`config.mk`:
```
export PLATFORM = sky130hd
export DESIGN_NAME = idau_top
export DESIGN_NICKNAME = d
export VERILOG_FILES = /design/src/core/idau_pkg.sv /design/src/core/idau_top.sv /design/src/core/idau_ptr_calc.sv /design/src/core/idau_flag_alu.sv
export SDC_FILE = /design/constraint.sdc
export NUM_CORES = 1
export LEC_CHECK = 0
export BUFFER_PORTS_ARGS = -buffer_cell sky130_fd_sc_hd__buf_2
export CAP_MARGIN = 10
export CELL_PAD_IN_SITES_DETAIL_PLACEMENT = 0
export CELL_PAD_IN_SITES_GLOBAL_PLACEMENT = 2
export CORE_MARGIN = 2
export CORE_UTILIZATION = 33
export DETAILED_ROUTE_END_ITERATION = 12
export PLACE_DENSITY = 0.9
export SYNTH_ARGS = -nofsm -noshare
export SYNTH_HDL_FRONTEND = slang
export SYNTH_HIERARCHICAL = 1
export SYNTH_SLANG_ARGS = --single-unit
```
`constraint.sdc`:
```
create_clock -name pclk -period 4.9 [get_ports pclk]
set_input_delay 0.98 -clock pclk [delete_from_list [all_inputs] [get_ports pclk]]
set_output_delay 0.98 -clock pclk [all_outputs]
set_load 0.05 [all_outputs]
```
`src/core/idau_pkg.sv`:
```
// Purpose: constants and types of the indirect data addressing unit
// Assumes: one core clock, 12-bit data address space
// Notes: port and register addresses below are local to this unit
// Contract
// [RL1] three 12-bit pointers, each a high and a low byte
// [RL2] each pointer has a plain port plus four modifying ports
// [RL3] plain port accesses the pointed location, pointer unchanged
// [RL4] post-decrement port uses pointer, then subtracts one
// [RL5] post-increment port uses pointer, then adds one
// [RL6] pre-increment port adds one first, then uses new value
// [RL7] indexed port adds signed working register; nothing is modified
// [RL8] increment and decrement act on all 12 bits
// [RL9] pointer stepping never touches a result flag
// [RL10] indirect read of a port returns 00h and sets zero flag
// [RL11] indirect write to a port is a no-operation
// [RL12] indirect write to a pointer byte stores it, no stepping
// [RL13] flag-affecting instruction overrides written flag bits
// [RL14] flag bits 7-5 read zero, bit 4 is result sign
// [RL15] bit 3 set on signed overflow of 7-bit magnitude
// [RL16] bit 2 set when result is zero
// [RL17] bit 1 is nibble carry; rotates load source bit 4 or 3
// [RL18] bit 0 is carry out; rotates load source high or low bit
// [RL19] subtract adds two's complement; carries act as inverted borrows
// [RL20] pointer arithmetic wraps modulo 4096 with no flag
package idau_pkg;
    localparam int NPTR = 3;
    localparam logic [11:0] PORT_BASE = 12'hfe0;
    localparam logic [11:0] PORT_LAST = 12'hff7;
    localparam logic [11:0] FLAG_ADDR = 12'hfd8;
    localparam logic [2:0] NSLOT = 3'h5;
    localparam logic [2:0] LOW_SLOT = 3'h5;
    localparam logic [2:0] HIGH_SLOT = 3'h6;
    localparam logic [1:0] NO_PTR = 2'h3;
    localparam int FB_C = 0;
    localparam int FB_DC = 1;
    localparam int FB_Z = 2;
    localparam int FB_OV = 3;
    localparam int FB_N = 4;
    localparam logic [4:0] FLAG_RST = 5'h00;
    localparam logic [11:0] PTR_RST = 12'h000;
    localparam logic EN_RST = 1'b1;
    localparam logic [11:0] A_PTR0 = 12'h000;
    localparam logic [11:0] A_PTR1 = 12'h004;
    localparam logic [11:0] A_PTR2 = 12'h008;
    localparam logic [11:0] A_FLAGS = 12'h00c;
    localparam logic [11:0] A_CTRL = 12'h010;
    localparam int CB_EN = 0;
    localparam int CB_BUSY = 1;
    typedef enum logic [2:0] {MD_PLAIN = 3'h0, MD_POSTDEC = 3'h1, MD_POSTINC = 3'h2,
        MD_PREINC = 3'h3, MD_INDEX = 3'h4} idau_mode_t;
    typedef enum logic [2:0] {OP_ADD = 3'h0, OP_SUB = 3'h1, OP_AND = 3'h2, OP_IOR = 3'h3,
        OP_XOR = 3'h4, OP_RLC = 3'h5, OP_RRC = 3'h6} idau_op_t;
    typedef enum logic [1:0] {ST_IDLE = 2'b00, ST_ACC = 2'b01, ST_FIN = 2'b11} idau_st_t;
endpackage

```
`src/core/idau_top.sv`:
```
// Purpose: indirect addressing pointers, port decode and result flags
// Assumes: data memory answers a read combinationally in the cycle of mem_en
// Notes: one core access at a time; APB gives software a view of the state
//
// Our own choices: the register offsets and the APB register port.
`timescale 1ns/100ps
module idau_top (
    input wire logic pclk,
    input wire logic presetn,
    input wire logic psel,
    input wire logic penable,
    input wire logic pwrite,
    input wire logic [11:0] paddr,
    input wire logic [31:0] pwdata,
    output logic [31:0] prdata,
    output logic pready,
    output logic pslverr,
    input wire logic acc_valid,
    output logic acc_ready,
    input wire logic [11:0] acc_addr,
    input wire logic acc_write,
    input wire logic [7:0] acc_wdata,
    input wire logic [7:0] working_register,
    output logic acc_done,
    output logic [7:0] acc_rdata,
    input wire logic flag_valid,
    input wire idau_pkg::idau_op_t flag_op,
    input wire logic [7:0] alu_a,
    input wire logic [7:0] alu_b,
    output logic [4:0] flags,
    output logic mem_en,
    output logic mem_we,
    output logic [11:0] mem_addr,
    output logic [7:0] mem_wdata,
    input wire logic [7:0] mem_rdata
);
    import idau_pkg::*;

    typedef struct packed {
        logic [NPTR-1:0][11:0] ptr; // RL1
        logic [4:0] flags;
        logic en;
        idau_st_t st;
        logic men;
        logic mwe;
        logic [11:0] maddr;
        logic [7:0] mwdata;
        logic fromreg;
        logic [7:0] lrdata;
        logic [7:0] rdata;
        logic done;
        logic [31:0] prdata;
        logic pslverr;
    } idau_state_t;

    idau_state_t s_r;
    idau_state_t s_nxt;

    // ----------------------------------------
    // request decode
    // ----------------------------------------
    logic take;
    logic hit;
    logic [1:0] sel;
    idau_mode_t mode;
    logic [11:0] cur_ptr;
    logic [11:0] eff;
    logic [11:0] ptr_next;
    logic steps;
    logic t_port;
    logic t_ptr;
    logic t_flag;
    logic t_mem;
    logic [1:0] tsel;
    logic pmod;
    logic zset;
    logic apb_wr;
    logic [4:0] fval;
    logic [4:0] fmask;

    function automatic logic in_ports(input logic [11:0] a);
        in_ports = (a >= PORT_BASE) && (a <= PORT_LAST);
    endfunction

    assign take = acc_valid && acc_ready;
    assign hit = in_ports(acc_addr) && (acc_addr[2:0] < NSLOT); // RL2
    assign sel = hit ? acc_addr[4:3] : 2'h0;
    assign mode = hit ? idau_mode_t'(acc_addr[2:0]) : MD_PLAIN;
    assign cur_ptr = s_r.ptr[sel];
    assign tsel = eff[4:3];
    assign t_port = in_ports(eff) && (eff[2:0] < NSLOT);
    assign t_ptr = in_ports(eff) && ((eff[2:0] == LOW_SLOT) || (eff[2:0] == HIGH_SLOT)) && (tsel != NO_PTR);
    assign t_flag = (eff == FLAG_ADDR);
    assign t_mem = !t_port && !t_ptr && !t_flag;
    assign pmod = hit && steps && !(acc_write && t_ptr); // RL12
    assign apb_wr = psel && penable && pwrite;

    logic [11:0] calc_addr;
    idau_ptr_calc u_calc (
        .ptr(cur_ptr),
        .mode(mode),
        .working_register(working_register),
        .addr(calc_addr),
        .ptr_nxt(ptr_next),
        .steps(steps)
    );
    assign eff = hit ? calc_addr : acc_addr;

    idau_flag_alu u_alu (
        .op(flag_op),
        .a(alu_a),
        .b(alu_b),
        .cin(s_r.flags[FB_C]),
        .fval(fval),
        .fmask(fmask)
    );

    // ----------------------------------------
    // next state
    // ----------------------------------------
    always_comb
    begin
        s_nxt = s_r;
        zset = 1'b0;
        if (apb_wr)
        begin
            case (paddr)
                A_PTR0: s_nxt.ptr[0] = pwdata[11:0];
                A_PTR1: s_nxt.ptr[1] = pwdata[11:0];
                A_PTR2: s_nxt.ptr[2] = pwdata[11:0];
                A_FLAGS: s_nxt.flags = pwdata[4:0];
                A_CTRL: s_nxt.en = pwdata[CB_EN];
                default: s_nxt.en = s_r.en;
            endcase
        end
        if (psel && !penable)
        begin
            s_nxt.prdata = 32'h0000_0000;
            s_nxt.pslverr = 1'b0;
            case (paddr)
                A_PTR0: s_nxt.prdata[11:0] = s_r.ptr[0];
                A_PTR1: s_nxt.prdata[11:0] = s_r.ptr[1];
                A_PTR2: s_nxt.prdata[11:0] = s_r.ptr[2];
                A_FLAGS: s_nxt.prdata[4:0] = s_r.flags;
                A_CTRL:
                begin
                    s_nxt.prdata[CB_EN] = s_r.en;
                    s_nxt.prdata[CB_BUSY] = (s_r.st != ST_IDLE);
                end
                default: s_nxt.pslverr = 1'b1;
            endcase
        end
        case (s_r.st)
            ST_IDLE:
            begin
                if (take)
                begin
                    s_nxt.st = ST_ACC;
                    s_nxt.fromreg = 1'b1;
                    s_nxt.lrdata = 8'h00;
                    s_nxt.maddr = eff; // RL3
                    if (pmod)
                        s_nxt.ptr[sel] = ptr_next; // RL4 RL5 RL6 RL8 RL9
                    if (acc_write)
                    begin
                        if (t_port)
                            s_nxt.fromreg = 1'b1; // RL11
                        else if (t_ptr)
                        begin
                            if (eff[2:0] == LOW_SLOT)
                                s_nxt.ptr[tsel][7:0] = acc_wdata; // RL12
                            else
                                s_nxt.ptr[tsel][11:8] = acc_wdata[3:0]; // RL12
                        end
                        else if (t_flag)
                            s_nxt.flags = acc_wdata[4:0];
                        else
                        begin
                            s_nxt.men = 1'b1;
                            s_nxt.mwe = 1'b1;
                            s_nxt.mwdata = acc_wdata;
                            s_nxt.fromreg = 1'b0;
                        end
                    end
                    else
                    begin
                        if (t_port)
                            zset = 1'b1; // RL10
                        else if (t_ptr)
                            s_nxt.lrdata = (eff[2:0] == LOW_SLOT) ? s_r.ptr[tsel][7:0] : {4'h0, s_r.ptr[tsel][11:8]};
                        else if (t_flag)
                            s_nxt.lrdata = {3'b000, s_r.flags}; // RL14
                        else
                        begin
                            s_nxt.men = 1'b1;
                            s_nxt.fromreg = 1'b0;
                        end
                    end
                end
            end
            ST_ACC:
            begin
                s_nxt.rdata = s_r.fromreg ? s_r.lrdata : mem_rdata;
                s_nxt.done = 1'b1;
                s_nxt.men = 1'b0;
                s_nxt.mwe = 1'b0;
                s_nxt.st = ST_FIN;
            end
            ST_FIN:
            begin
                s_nxt.done = 1'b0;
                s_nxt.st = ST_IDLE;
            end
            default: s_nxt.st = ST_IDLE;
        endcase
        // computed flags win over written data
        if (flag_valid)
            s_nxt.flags = (s_nxt.flags & ~fmask) | (fval & fmask); // RL13
        if (zset && !(flag_valid && fmask[FB_Z]))
            s_nxt.flags[FB_Z] = 1'b1; // RL10
    end

    always_ff @(posedge pclk or negedge presetn)
    begin
        if (!presetn)
        begin
            s_r <= '0;
            s_r.ptr <= {NPTR{PTR_RST}};
            s_r.flags <= FLAG_RST;
            s_r.en <= EN_RST;
            s_r.st <= ST_IDLE;
        end
        else
            s_r <= s_nxt;
    end

    // ----------------------------------------
    // outputs
    // ----------------------------------------
    assign acc_ready = (s_r.st == ST_IDLE) && s_r.en;
    assign acc_done = s_r.done;
    assign acc_rdata = s_r.rdata;
    assign flags = s_r.flags;
    assign mem_en = s_r.men;
    assign mem_we = s_r.mwe;
    assign mem_addr = s_r.maddr;
    assign mem_wdata = s_r.mwdata;
    assign prdata = s_r.prdata;
    assign pslverr = s_r.pslverr && penable;
    assign pready = penable;

    logic quiet;
    logic [11:0] idx_addr;
    assign quiet = !apb_wr;
    assign idx_addr = cur_ptr + {{4{working_register[7]}}, working_register};
endmodule

```
`src/core/idau_ptr_calc.sv`:
```
// Purpose: access address and next pointer value for one port access
// Assumes: mode only meaningful when the port is hit
// Notes: purely combinational
`timescale 1ns/100ps
module idau_ptr_calc (
    input wire logic [11:0] ptr,
    input wire idau_pkg::idau_mode_t mode,
    input wire logic [7:0] working_register,
    output logic [11:0] addr,
    output logic [11:0] ptr_nxt,
    output logic steps
);
    import idau_pkg::*;
    logic [11:0] inc;
    logic [11:0] dec;
    logic [11:0] idx;
    assign inc = ptr + 12'h001; // RL8 RL20
    assign dec = ptr - 12'h001; // RL8 RL20
    assign idx = ptr + {{4{working_register[7]}}, working_register}; // RL7 RL20
    always_comb
    begin
        addr = ptr;
        ptr_nxt = ptr;
        steps = 1'b0;
        case (mode)
            MD_PLAIN: addr = ptr; // RL3
            MD_POSTDEC:
            begin
                ptr_nxt = dec; // RL4
                steps = 1'b1;
            end
            MD_POSTINC:
            begin
                ptr_nxt = inc; // RL5
                steps = 1'b1;
            end
            MD_PREINC:
            begin
                addr = inc; // RL6
                ptr_nxt = inc;
                steps = 1'b1;
            end
            MD_INDEX: addr = idx; // RL7
            default: addr = ptr;
        endcase
    end
endmodule

```
`src/core/idau_flag_alu.sv`:
```
// Purpose: computes result flags of one arithmetic, logic or rotate step
// Assumes: operands come from the core datapath in the same cycle
// Notes: fmask marks which flags the operation affects
`timescale 1ns/100ps
module idau_flag_alu (
    input wire idau_pkg::idau_op_t op,
    input wire logic [7:0] a,
    input wire logic [7:0] b,
    input wire logic cin,
    output logic [4:0] fval,
    output logic [4:0] fmask
);
    import idau_pkg::*;
    logic [7:0] bb;
    logic [8:0] sum;
    logic [4:0] nib;
    logic [7:0] res;
    assign bb = (op == OP_SUB) ? ~b : b; // RL19
    assign sum = {1'b0, a} + {1'b0, bb} + {8'h00, (op == OP_SUB)}; // RL19
    assign nib = {1'b0, a[3:0]} + {1'b0, bb[3:0]} + {4'h0, (op == OP_SUB)};
    always_comb
    begin
        res = sum[7:0];
        fval = 5'h00;
        fmask = 5'h00;
        fmask[FB_N] = 1'b1;
        fmask[FB_Z] = 1'b1;
        case (op)
            OP_ADD, OP_SUB:
            begin
                fmask = 5'h1f;
                fval[FB_DC] = nib[4]; // RL17
                fval[FB_C] = sum[8]; // RL18
                fval[FB_OV] = (a[7] == bb[7]) && (sum[7] != a[7]); // RL15
            end
            OP_AND: res = a & b;
            OP_IOR: res = a | b;
            OP_XOR: res = a ^ b;
            OP_RLC:
            begin
                res = {a[6:0], cin};
                fmask[FB_C] = 1'b1;
                fmask[FB_DC] = 1'b1;
                fval[FB_C] = a[7]; // RL18
                fval[FB_DC] = a[3]; // RL17
            end
            OP_RRC:
            begin
                res = {cin, a[7:1]};
                fmask[FB_C] = 1'b1;
                fmask[FB_DC] = 1'b1;
                fval[FB_C] = a[0]; // RL18
                fval[FB_DC] = a[4]; // RL17
            end
            default: res = sum[7:0];
        endcase
        fval[FB_N] = res[7]; // RL14
        fval[FB_Z] = (res == 8'h00); // RL16
    end
endmodule

```
==> summary.txt, run 1 <==
Critical path
  • CP max stage delay: 530 ps
  • CP Cell Sequence: buf_6, and4_4, nand4_1, buf_6, buf_12, o21ai_4, buf_6, buf_6, inv_4, buf_4, buf_4, ha_1, a221o_1, or4_1, or4_4, a221oi_4, a31oi_2, nand2_2, buf_12, mux2_4
  • Crit Path Class: in -> reg
  • Critical Path RT: 5140 ps
  • Setup crit end: mem_wdata[6]
  • Crit end category: register
  • Reg2reg setup slack: 650 ps
  • Worst Setup SP: acc_addr[9]
  • Startpoint Class: input port
  • R2r endpoint: mem_wdata[6]
  • Most common cell on crit path: buf_6
  • FF-to-FF Start: s_r[94]
  • Max FO, Critical Path: 6
  • WP data arrival: 5080 ps
  • Max stage delay cell, worst path: or4_1
  • Worst R2R Path Depth: 16

Detailed routing
  • Residual DRC: 0
  • Drt wl/cell: 19.0 um
  • First-pass DRT Iterations: 5
  • WL final: 30700 um
  • Drt via density: 5.48
  • Initial drt markers: 567
  • Routed vias: 8866
  • Remaining antenna violation count after routing: 0

Logic synthesis
  • Synth area leader: dfrtp_1
  • Yosys top cell area share: 27.0%
  • Synth top area cells: dfrtp_1 (27%), mux2i_1 (7.4%), buf_4 (6.1%), ha_1 (5.1%), o21ai_0 (4.7%)
  • Commonest cells post-synth: nand2_1 (98), dfrtp_1 (96), o21ai_0 (84), buf_4 (72), mux2i_1 (66)
  • Syn Area/Cell: 8.33 um2
  • Syn Inst Count: 1068
  • Top FF cell, synth: dfrtp_1
  • Post-synth EDFFs: 0
  • Register area share after synthesis: 27.3%
  • Cell area after synthesis: 8900 um2
  • Yosys reg bits: 97
  • Post-synth ARST share: 100%
  • Synthesis Warnings: 6
  • Cell with the most instances after synthesis: nand2_1
  • Unique masters post-synth: 89

Timing
  • Fin. Hold Viols: 0
  • Worst-Margin Slew: 874 ps
  • Final Skew: 8.47 ps
  • Final Cycle Share: 98.8%
  • Relative slew slack: 41.6%
  • Setup violators final: 0
  • Crit path time final: 4840 ps
  • RSZ-0062 raised after global routing: true
  • Slew Limit Fails: 0
  • TNS Setup: 0 ps
  • Max Freq: 207 MHz

Clock tree
  • H-tree levels: 3
  • Register clock-pin slew on the reported worst setup and hold paths: 70 ps
  • Hold buffers post-CTS: 0
  • Max Root-Sink Buffers: 2
  • Root Driver: clkbuf_16
  • CTS tree: done
  • Clk sinks: 97
  • CTS Buf Count: 9
  • Worst-skew pair later-pin latency: 360 ps

Finish
  • P&R area growth vs syn: 30.1%
  • Final #Nets: 1415
  • Layout cells sized above 1: 35.6%
  • Fin util: 43.3%

Flow run
  • Max-Cap Viols: 0

Run status
  • Status: finished clean

Floorplan
  • Die Ht: 168 um
  • I/O pins: 178
  • Row count: 60
  • Die area: 28300 um2
  • Die X: 168 um
  • Initial Util: 33.3%
  • Core Region: 26700 um2

Pwr
  • PD cells: 171 nW/um2
  • Design Power: 1.98 mW
  • VDD IR-drop max: 159 uV
  • Leakage: 5.29 nW

Global route
  • Total GRT Usage: 21.2%
  • Vias in the first global route: 8447
  • Congestion Overflow GR: 0
  • Initial antenna violation count: 1
  • Global-route wire length before repair: 47300 um
  • Largest net degree at the start of global routing: 50

Hold path
  • Hold Crit Class: reg -> reg

Place
  • Gpl congestion: 0.929
  • Hpwl dp: 23600 um
  • I/O Buffers: 137
[metrics by stage]
stage | setup WS (ps) | cells | hold slack [ps] | area [um2]
after global placement | -549 | 1576 | 450 | 10500
final | 60.4 | 1617 | 468 | 11600
after detailed placement | -597 | 1576 | 457 | 10500
after global routing | -127 | 1616 | 499 | 11600
after floorplan | -557 | 1088 | 440 | 9090
after CTS | -13.2 | 1604 | 474 | 11000
[sequential cells by signal (all words and copies together) (netlist names), 5 cells and up]
signal,flops
s_r,49
mem_addr,12
prdata,12
acc_rdata,8
mem_wdata,8
flags,5
[worst min path at each step]
stage	depth (start not counted)	slack (ps)	start	endpoint
after floorplan	2	440	prdata[0]	prdata[0]
after global placement	2	450	prdata[0]	prdata[0]
after detailed placement	2	460	prdata[0]	prdata[0]
after CTS	2	470	prdata[0]	prdata[0]
after global routing	2	500	mem_addr[0]	mem_addr[0]
final	2	470	prdata[0]	prdata[0]
[per-layer routing]
layer / part of all wire (%) / vias to the layer above / GRT usage [%]
li1: - / 4244 / -
met1: 45 / 4244 / 29.4
met2: 44 / 314 / 32.7
met3: 7.2 / 64 / 4.35
met4: 3.1 / 0 / 7.20
met5: 0 / - / 0
[report_power, final]
| part | switching [mW] | internal [mW] | leakage (nW) |
|---|---|---|---|
| sequential | 0.0200 | 0.814 | 1.32 |
| combinational | 0.291 | 0.158 | 3.83 |
| clock | 0.345 | 0.354 | 0.135 |
[worst max-delay path: cells and delay by family]
kind | cells | cell delay, ps
AOI/OAI and AO/OA | 4 | 1000
buffers and inverters | 9 | 1030
adders and majority gates | 1 | 300
muxes | 1 | 300
and+or+nand+nor | 5 | 1460
[what timing repair did]
item / 4_1_cts / 5_1_grt
endpoints found under the hold margin: 0 / 0
pin swaps: 9 / 32
gates resized for setup: 24 / 108
endpoints found under the setup margin: 51 / 60
buffers inserted: 11 / 17
gates cloned: 1 / 2
[kinds of logic (layout without fill, tap and decap cells)]
kind of cell	count (synthesis)	count (layout)	share of synthesized area [%]
DFF	97	97	27.3
muxes	91	91	11.0
buffers and inverters	170	357	10.7
xor gates and xnor gates	30	30	2.95
adders and majority gates	38	38	5.51
AOI/OAI and AO/OA	308	308	23.2
other	2	23	0.0844
and+or+nand+nor	332	332	19.3
[layout make-up]
type / instances / area (um2)
sequential: 97 / 2430
timing repair buffer: 302 / 2140
clock buffer: 9 / 225
fill: 2695 / 15100
inverter: 39 / 149
multi-input combinational: 821 / 6150
clock inverter: 7 / 61.3
tap: 341 / 427
antenna: 1 / 2.50
[placed cells by master, fill, tap and decap left out, drive strengths merged, types with 30 or more instances in the layout]
cell type	n
mux2i	66
nand2	100
inv	42
ha	36
nor2	64
buf	301
a21oi	54
a22oi	30
dfrtp	96
o22ai	31
o21ai	95
No activity file was read; power rests on OpenSTA's default activity.
==> run 2, diff against run 1 <==
--- a/config.mk
+++ b/config.mk
@@ -12,7 +12,7 @@
 export CORE_MARGIN = 2
 export CORE_UTILIZATION = 33
 export DETAILED_ROUTE_END_ITERATION = 12
-export PLACE_DENSITY = 0.9
+export PLACE_DENSITY = 0.88
 export SYNTH_ARGS = -nofsm -noshare
 export SYNTH_HDL_FRONTEND = slang
 export SYNTH_HIERARCHICAL = 1
==> run 2 against run 1 <==
Maximum frequency shrank 0.96%. Global-route usage hardly changed. Design area rose by 1.3%. Setup slack lost 47 ps. Power increased by 2.6%. Via count hardly changed. Core utilization up 0.57 points. Hold slack gained 2.3 ps.
==> summary.txt, run 2 (synthesized netlist as in run 1, its figures left out) <==
Clock tree
  • CTS Buf Count: 9 (unchanged)
  • Max Root-Sink Buffers: 2 (unchanged)
  • Worst-skew pair later-pin latency: 360 ps (about the same)
  • Hold buffers post-CTS: 0 (unchanged)
  • CTS tree: done (unchanged)
  • Clk sinks: 97 (unchanged)
  • H-tree levels: 3 (unchanged)
  • Register clock-pin slew on the reported worst setup and hold paths: 70 ps (about the same)
  • Root Driver: clkbuf_16 (unchanged)

Place
  • Placed insts: 1571 (was 1576)
  • Hpwl dp: 23800 um (was 23600 um)
  • Placed Area: 10500 um2 (about the same)
  • Pre-CTS WS: -530 ps (was -597 ps)
  • I/O Buffers: 137 (unchanged)
  • Gpl congestion: 0.931 (was 0.929)

Pwr
  • Leakage: 5.39 nW (was 5.29 nW)
  • VDD IR-drop max: 178 uV (was 159 uV)
  • PD cells: 173 nW/um2 (was 171 nW/um2)
  • Design Power: 2.03 mW (was 1.98 mW)

Timing
  • Setup ws final: 13.3 ps (was 60.4 ps)
  • Crit path time final: 4890 ps (was 4840 ps)
  • Min Hold Slack: 470 ps (was 468 ps)
  • TNS Setup: 0 ps (unchanged)
  • RSZ-0062 raised after global routing: true (unchanged)
  • Max Freq: 205 MHz (was 207 MHz)
  • Relative slew slack: 24.6% (was 41.6%)
  • Slew Limit Fails: 0 (unchanged)
  • Worst-Margin Slew: 1120 ps (was 874 ps)
  • Setup violators final: 0 (unchanged)
  • Final Skew: 12.0 ps (was 8.47 ps)
  • Final Cycle Share: 99.7% (was 98.8%)
  • Fin. Hold Viols: 0 (unchanged)

Finish
  • # fillers: 2637 (was 2695)
  • Largest Register: s_r (unchanged)
  • P&R area growth vs syn: 31.8% (was 30.1%)
  • Most frequent cells in the layout: buf_4 (144), buf_2 (131), dfrtp_1 (96) (was buf_4 (147), buf_2 (129), dfrtp_1 (96))
  • Fin util: 43.9% (was 43.3%)
  • Max reg flops: 49 (unchanged)
  • Final #Nets: 1419 (was 1415)
  • Most common cell after layout, fill and taps aside: buf_4 (unchanged)
  • Diode count: 0 (was 1)
  • Non-Filler Instances: 1620 (was 1617)
  • Design area: 11700 um2 (was 11600 um2)
  • Layout cells sized above 1: 36.5% (was 35.6%)

Global route
  • Total GRT Usage: 21.2% (about the same)
  • Congestion Overflow GR: 0 (unchanged)
  • Initial antenna violation count: 2 (was 1)
  • Vias in the first global route: 8245 (was 8447)
  • Largest net degree at the start of global routing: 41 (was 50)
  • Global-route wire length before repair: 47100 um (was 47300 um)

Detailed routing
  • Remaining antenna violation count after routing: 0 (unchanged)
  • Drt via density: 5.47 (was 5.48)
  • Initial drt markers: 795 (was 567)
  • Drt wl/cell: 19.3 um (was 19.0 um)
  • Residual DRC: 0 (unchanged)
  • WL final: 31200 um (was 30700 um)
  • First-pass DRT Iterations: 5 (unchanged)
  • Routed vias: 8859 (was 8866)

Critical path
  • CP max stage delay: 360 ps (was 530 ps)
  • Critical Path RT: 5130 ps (was 5140 ps)
  • Crit end category: register (unchanged)
  • FF-to-FF Start: s_r[93] (was s_r[94])
  • Delay-heaviest family, CP: compound AO/OA/AOI/OAI gates (was simple AND/OR/NAND/NOR gates)
  • Most common cell on crit path: buf_4 (was buf_6)
  • R2r endpoint: s_r[84] (was mem_wdata[6])
  • Worst Path Buf+Inv: 7 (was 9)
  • WP depth: 26 (was 20)
  • Max FO, Critical Path: 7 (was 6)
  • Worst R2R Path Depth: 21 (was 16)
  • Max stage delay cell, worst path: or3_1 (was or4_1)
  • Crit Path Class: in -> reg (unchanged)
  • Reg2reg setup slack: 590 ps (was 650 ps)
  • Worst Setup SP: acc_addr[1] (was acc_addr[9])
  • WP data arrival: 5120 ps (was 5080 ps)
  • Startpoint Class: input port (unchanged)
  • Setup crit end: s_r[84] (was mem_wdata[6])

Flow run
  • Max-Cap Viols: 0 (unchanged)

Floorplan
  • Initial Util: 33.3% (unchanged)
  • Row count: 60 (unchanged)
  • Core Region: 26700 um2 (unchanged)
  • Die X: 168 um (unchanged)
  • I/O pins: 178 (unchanged)
  • Die Ht: 168 um (unchanged)
  • Die area: 28300 um2 (unchanged)

Run status
  • Status: finished clean (unchanged)

Hold path
  • Hold Crit Class: reg -> reg (unchanged)
run 2: metal layers:
layer | global-route usage [%] | share of wire [%]
met4 | 6.30 | 2.2
met2 | 32.7 | 45
met1 | 30.2 | 46
met3 | 3.62 | 6.5
met5 | 0 | 0.080
run 2: tightest hold or removal path, stage by stage (launching register included):
cell and delay (ps):
dfrtp_1 350, nand2_1 50, nand2_1 50
run 2: timing repair:
item	4_1_cts	5_1_grt
setup endpoints to repair	49	58
endpoints found under the hold margin	0	0
buffers inserted	11	25
pin swaps	14	49
cloned	1	3
resized for setup	28	118
run 2: cell type report:
class / instances / area (um2) / area share [%]
clock buffer: 9 / 225 / 1.92
sequential: 97 / 2430 / 20.7
clock inverter: 7 / 86.3 / 0.736
inverter: 39 / 146 / 1.25
multi-input combinational: 822 / 6240 / 53.2
tap: 341 / 427 / 3.64
timing repair buffer: 305 / 2180 / 18.5
run 2: worst min path at each step:
stage | depth (start not counted) | startpoint | slack, ps | end
2_1_floorplan | 2 | prdata[0] | 440 | prdata[0]
3_3_place_gp | 2 | prdata[0] | 450 | prdata[0]
3_5_place_dp | 2 | prdata[0] | 460 | prdata[0]
4_1_cts | 2 | prdata[0] | 480 | prdata[0]
5_1_grt | 2 | acc_rdata[1] | 490 | acc_rdata[1]
6_report | 2 | prdata[0] | 470 | prdata[0]
run 2: power breakdown:
part	total, mW	switching (mW)	leakage, nW	internal (mW)
sequential	0.834	0.0192	1.32	0.814
combinational	0.449	0.292	3.92	0.157
clock	0.750	0.342	0.150	0.408
==> run 3, diff against run 2 <==
--- a/config.mk
+++ b/config.mk
@@ -5,14 +5,16 @@
 export SDC_FILE = /design/constraint.sdc
 export NUM_CORES = 1
 export LEC_CHECK = 0
+export ABC_AREA = 1
 export BUFFER_PORTS_ARGS = -buffer_cell sky130_fd_sc_hd__buf_2
-export CAP_MARGIN = 10
+export CAP_MARGIN = 20
 export CELL_PAD_IN_SITES_DETAIL_PLACEMENT = 0
 export CELL_PAD_IN_SITES_GLOBAL_PLACEMENT = 2
 export CORE_MARGIN = 2
-export CORE_UTILIZATION = 33
+export CORE_UTILIZATION = 31
 export DETAILED_ROUTE_END_ITERATION = 12
-export PLACE_DENSITY = 0.88
+export MAX_ROUTING_LAYER = met4
+export PLACE_DENSITY = 0.9
 export SYNTH_ARGS = -nofsm -noshare
 export SYNTH_HDL_FRONTEND = slang
 export SYNTH_HIERARCHICAL = 1
==> run 3 against run 2 <==
Die area up 14%. Synthesized area up 7.0%. Setup slack improved by 220 ps. Maximum frequency up 4.7%. Clock power down 2.9%. Critical path type unchanged. Critical endpoint is now s_r[114]. Largest power group unchanged.
==> summary.txt, run 3 <==
Floorplan
  • Core Region: 30400 um2 (was 26700 um2)
  • Die X: 179 um (was 168 um)
  • Initial Util: 31.3% (was 33.3%)
  • Row count: 64 (was 60)
  • I/O pins: 178 (unchanged)
  • Die area: 32100 um2 (was 28300 um2)
  • Die Ht: 179 um (was 168 um)

Finish
  • Final #Nets: 1842 (was 1419)
  • Most frequent cells in the layout: nand2_1 (396), inv_1 (193), buf_4 (155) (was buf_4 (144), buf_2 (131), dfrtp_1 (96))
  • Layout cells sized above 1: 24.9% (was 36.5%)
  • Largest Register: s_r (unchanged)
  • P&R area growth vs syn: 23.9% (was 31.8%)
  • Most common cell after layout, fill and taps aside: nand2_1 (was buf_4)
  • Max reg flops: 49 (unchanged)
  • Diode count: 0 (unchanged)

Detailed routing
  • Residual DRC: 0 (unchanged)
  • Drt wl/cell: 16.7 um (was 19.3 um)
  • Drt via density: 4.94 (was 5.47)
  • Met3 Wirelength: 2620 um (was 2040 um)
  • WL final: 35000 um (was 31200 um)
  • WL met2: 15000 um (was 14000 um)
  • First-pass DRT Iterations: 5 (unchanged)
  • Highest routed metal layer: met4 (was met5)
  • Initial drt markers: 792 (was 795)
  • Routed vias: 10400 (was 8859)
  • Metal-1 WL: 16700 um (was 14500 um)
  • Remaining antenna violation count after routing: 0 (unchanged)

Run status
  • Status: finished clean (unchanged)

Timing
  • Relative slew slack: 47.9% (was 24.6%)
  • Fin. Hold Viols: 0 (unchanged)
  • Setup violators final: 0 (unchanged)
  • Setup ws final: 235 ps (was 13.3 ps)
  • Final Cycle Share: 95.2% (was 99.7%)
  • Worst-Margin Slew: 780 ps (was 1120 ps)
  • Crit path time final: 4670 ps (was 4890 ps)
  • Max Freq: 214 MHz (was 205 MHz)
  • TNS Setup: 0 ps (unchanged)
  • Slew Limit Fails: 0 (unchanged)
  • Final Skew: 8.91 ps (was 12.0 ps)

Logic synthesis
  • Commonest cells post-synth: nand2_1 (402), inv_1 (198), nand3_1 (124), o21ai_0 (106), dfrtp_1 (96) (was nand2_1 (98), dfrtp_1 (96), o21ai_0 (84), buf_4 (72), mux2i_1 (66))
  • Syn Area/Cell: 6.45 um2 (was 8.33 um2)
  • Synth top area cells: dfrtp_1 (25%), nand2_1 (16%), inv_1 (7.8%), nand3_1 (6.5%), o21ai_0 (5.6%) (was dfrtp_1 (27%), mux2i_1 (7.4%), buf_4 (6.1%), ha_1 (5.1%), o21ai_0 (4.7%))
  • Synthesis Warnings: 6 (unchanged)
  • Cell with the most instances after synthesis: nand2_1 (unchanged)
  • Post-synth EDFFs: 0 (unchanged)
  • Yosys top cell area share: 25.2% (was 27.0%)
  • Register area share after synthesis: 25.5% (was 27.3%)
  • Yosys reg bits: 97 (unchanged)
  • Cell area after synthesis: 9520 um2 (was 8900 um2)
  • Post-synth ARST share: 100% (unchanged)
  • Syn Inst Count: 1477 (was 1068)
  • Top FF cell, synth: dfrtp_1 (unchanged)
  • Unique masters post-synth: 55 (was 89)
  • Synth area leader: dfrtp_1 (unchanged)

Critical path
  • WP data arrival: 4910 ps (was 5120 ps)
  • Crit Path Class: in -> reg (unchanged)
  • CP max stage delay: 250 ps (was 360 ps)
  • Startpoint Class: input port (unchanged)
  • Critical Path RT: 5150 ps (was 5130 ps)
  • Max stage delay cell, worst path: nor2_2 (was or3_1)
  • Worst R2R Path Depth: 26 (was 21)
  • Max FO, Critical Path: 8 (was 7)
  • Most common cell on crit path: nand2_1 (was buf_4)
  • Crit end category: register (unchanged)

Place
  • Pre-CTS WS: -392 ps (was -530 ps)
  • I/O Buffers: 137 (unchanged)
  • Gpl congestion: 0.949 (was 0.931)
  • Hpwl dp: 28200 um (was 23800 um)

Global route
  • Congestion Overflow GR: 0 (unchanged)
  • Largest net degree at the start of global routing: 59 (was 41)
  • Vias in the first global route: 9737 (was 8245)
  • Initial antenna violation count: 0 (was 2)
  • Global-route wire length before repair: 53800 um (was 47100 um)
  • Total GRT Usage: 22.3% (was 21.2%)

Pwr
  • PD cells: 175 nW/um2 (was 173 nW/um2)
  • VDD IR-drop max: 182 uV (was 178 uV)
  • Leakage: 6.46 nW (was 5.39 nW)

Clock tree
  • CTS tree: done (unchanged)
  • Hold buffers post-CTS: 0 (unchanged)
  • Max Root-Sink Buffers: 2 (unchanged)
  • CTS Buf Count: 9 (unchanged)
  • Worst-skew pair later-pin latency: 360 ps (about the same)
  • Root Driver: clkbuf_16 (unchanged)
  • Register clock-pin slew on the reported worst setup and hold paths: 70 ps (about the same)
  • Clk sinks: 97 (unchanged)
  • H-tree levels: 3 (unchanged)

Hold path
  • Hold Path Depth: 2 (unchanged)
  • Hold Crit Class: reg -> reg (unchanged)

Flow run
  • Max-Cap Viols: 0 (unchanged)
==> run 3: changes by cell type after synthesis, moves of 13 or more <==
cell / change
mux2i_1: -64
o21ai_0: +22
nand4_1: +23
nand3_1: +98
nor2_1: +25
nand2_2: +14
clkbuf_1: -13
mux2_2: -20
o21ai_1: +15
inv_1: +159
a22oi_1: -30
o221ai_1: +15
nand2_1: +304
==> run 3: timing repair <==
action | 4_1_cts | 5_1_grt
gates resized for setup | 1 | 40
gates cloned | 0 | 0
endpoints found under the hold margin | 0 | 0
pin swaps | 0 | 9
endpoints found under the setup margin | 8 | 55
setup buffers | 0 | 4
==> run 3: final timing paths <==
check                             from            to  slack, ps
min in group asynchronous      presetn  acc_rdata[1]        690
min reg2reg                     mem_we        mem_we        480
max                        acc_addr[4]      s_r[114]        230
max reg2reg                    s_r[93]      s_r[114]       1250
max in group asynchronous      presetn       s_r[88]       3140
min                             mem_we        mem_we        480
==> run 3: logic make-up (layout without fill, tap and decap cells) <==
group,count (synthesis),count (layout),share of synthesized area (%)
flops,97,97,25.5
mux,4,4,0.447
simple gates,730,730,35.1
compound gates,275,275,16.8
xor+xnor,12,12,1.10
other cells,2,22,0.0789
buf+inv,319,524,15.8
fa+ha+maj,38,38,5.15
==> run 3: routing by layer <==
layer  up-vias  GRT usage (%)
li1       5191              -
met1      4759           31.5
met2       376           33.1
met3        38           3.71
met4         0           5.38
met5         -              -
==> run 3: layout make-up <==
cell class              count  area [um2]
well taps                 396         495
fillers                  3268       18600
repair buffers            295        1920
multi-input cells        1081        5850
clock inverters             6        57.6
clock buffers              10         239
flip-flops and latches     97        2430
inverters                 213         806
==> run 3: worst max-delay path: cells and delay by family <==
kind	cells	cell delay (ps)
compound gates	1	240
buf+inv	7	830
fa+ha+maj	1	180
simple gates	22	2630
==> run 3: through the flow <==
stage | cell area (um2) | util [%] | power [mW] | hold WS (ps) | instances
global placement | 11300 | 37.1 | 1.34 | 455 | 2078
global route | 11800 | 38.8 | 2.17 | 505 | 2098
CTS | 11600 | 38.1 | 2.08 | 478 | 2094
floorplan | 9610 | - | 1.18 | 443 | 1497
detailed placement | 11300 | 37.1 | 1.35 | 458 | 2078
finish | 11800 | 38.8 | 2.07 | 477 | 2098
==> run 3: report_power, final <==
group	internal, mW	leakage (nW)	switching [mW]
clock	0.372	0.141	0.357
sequential	0.817	1.17	0.0153
combinational	0.168	5.16	0.341
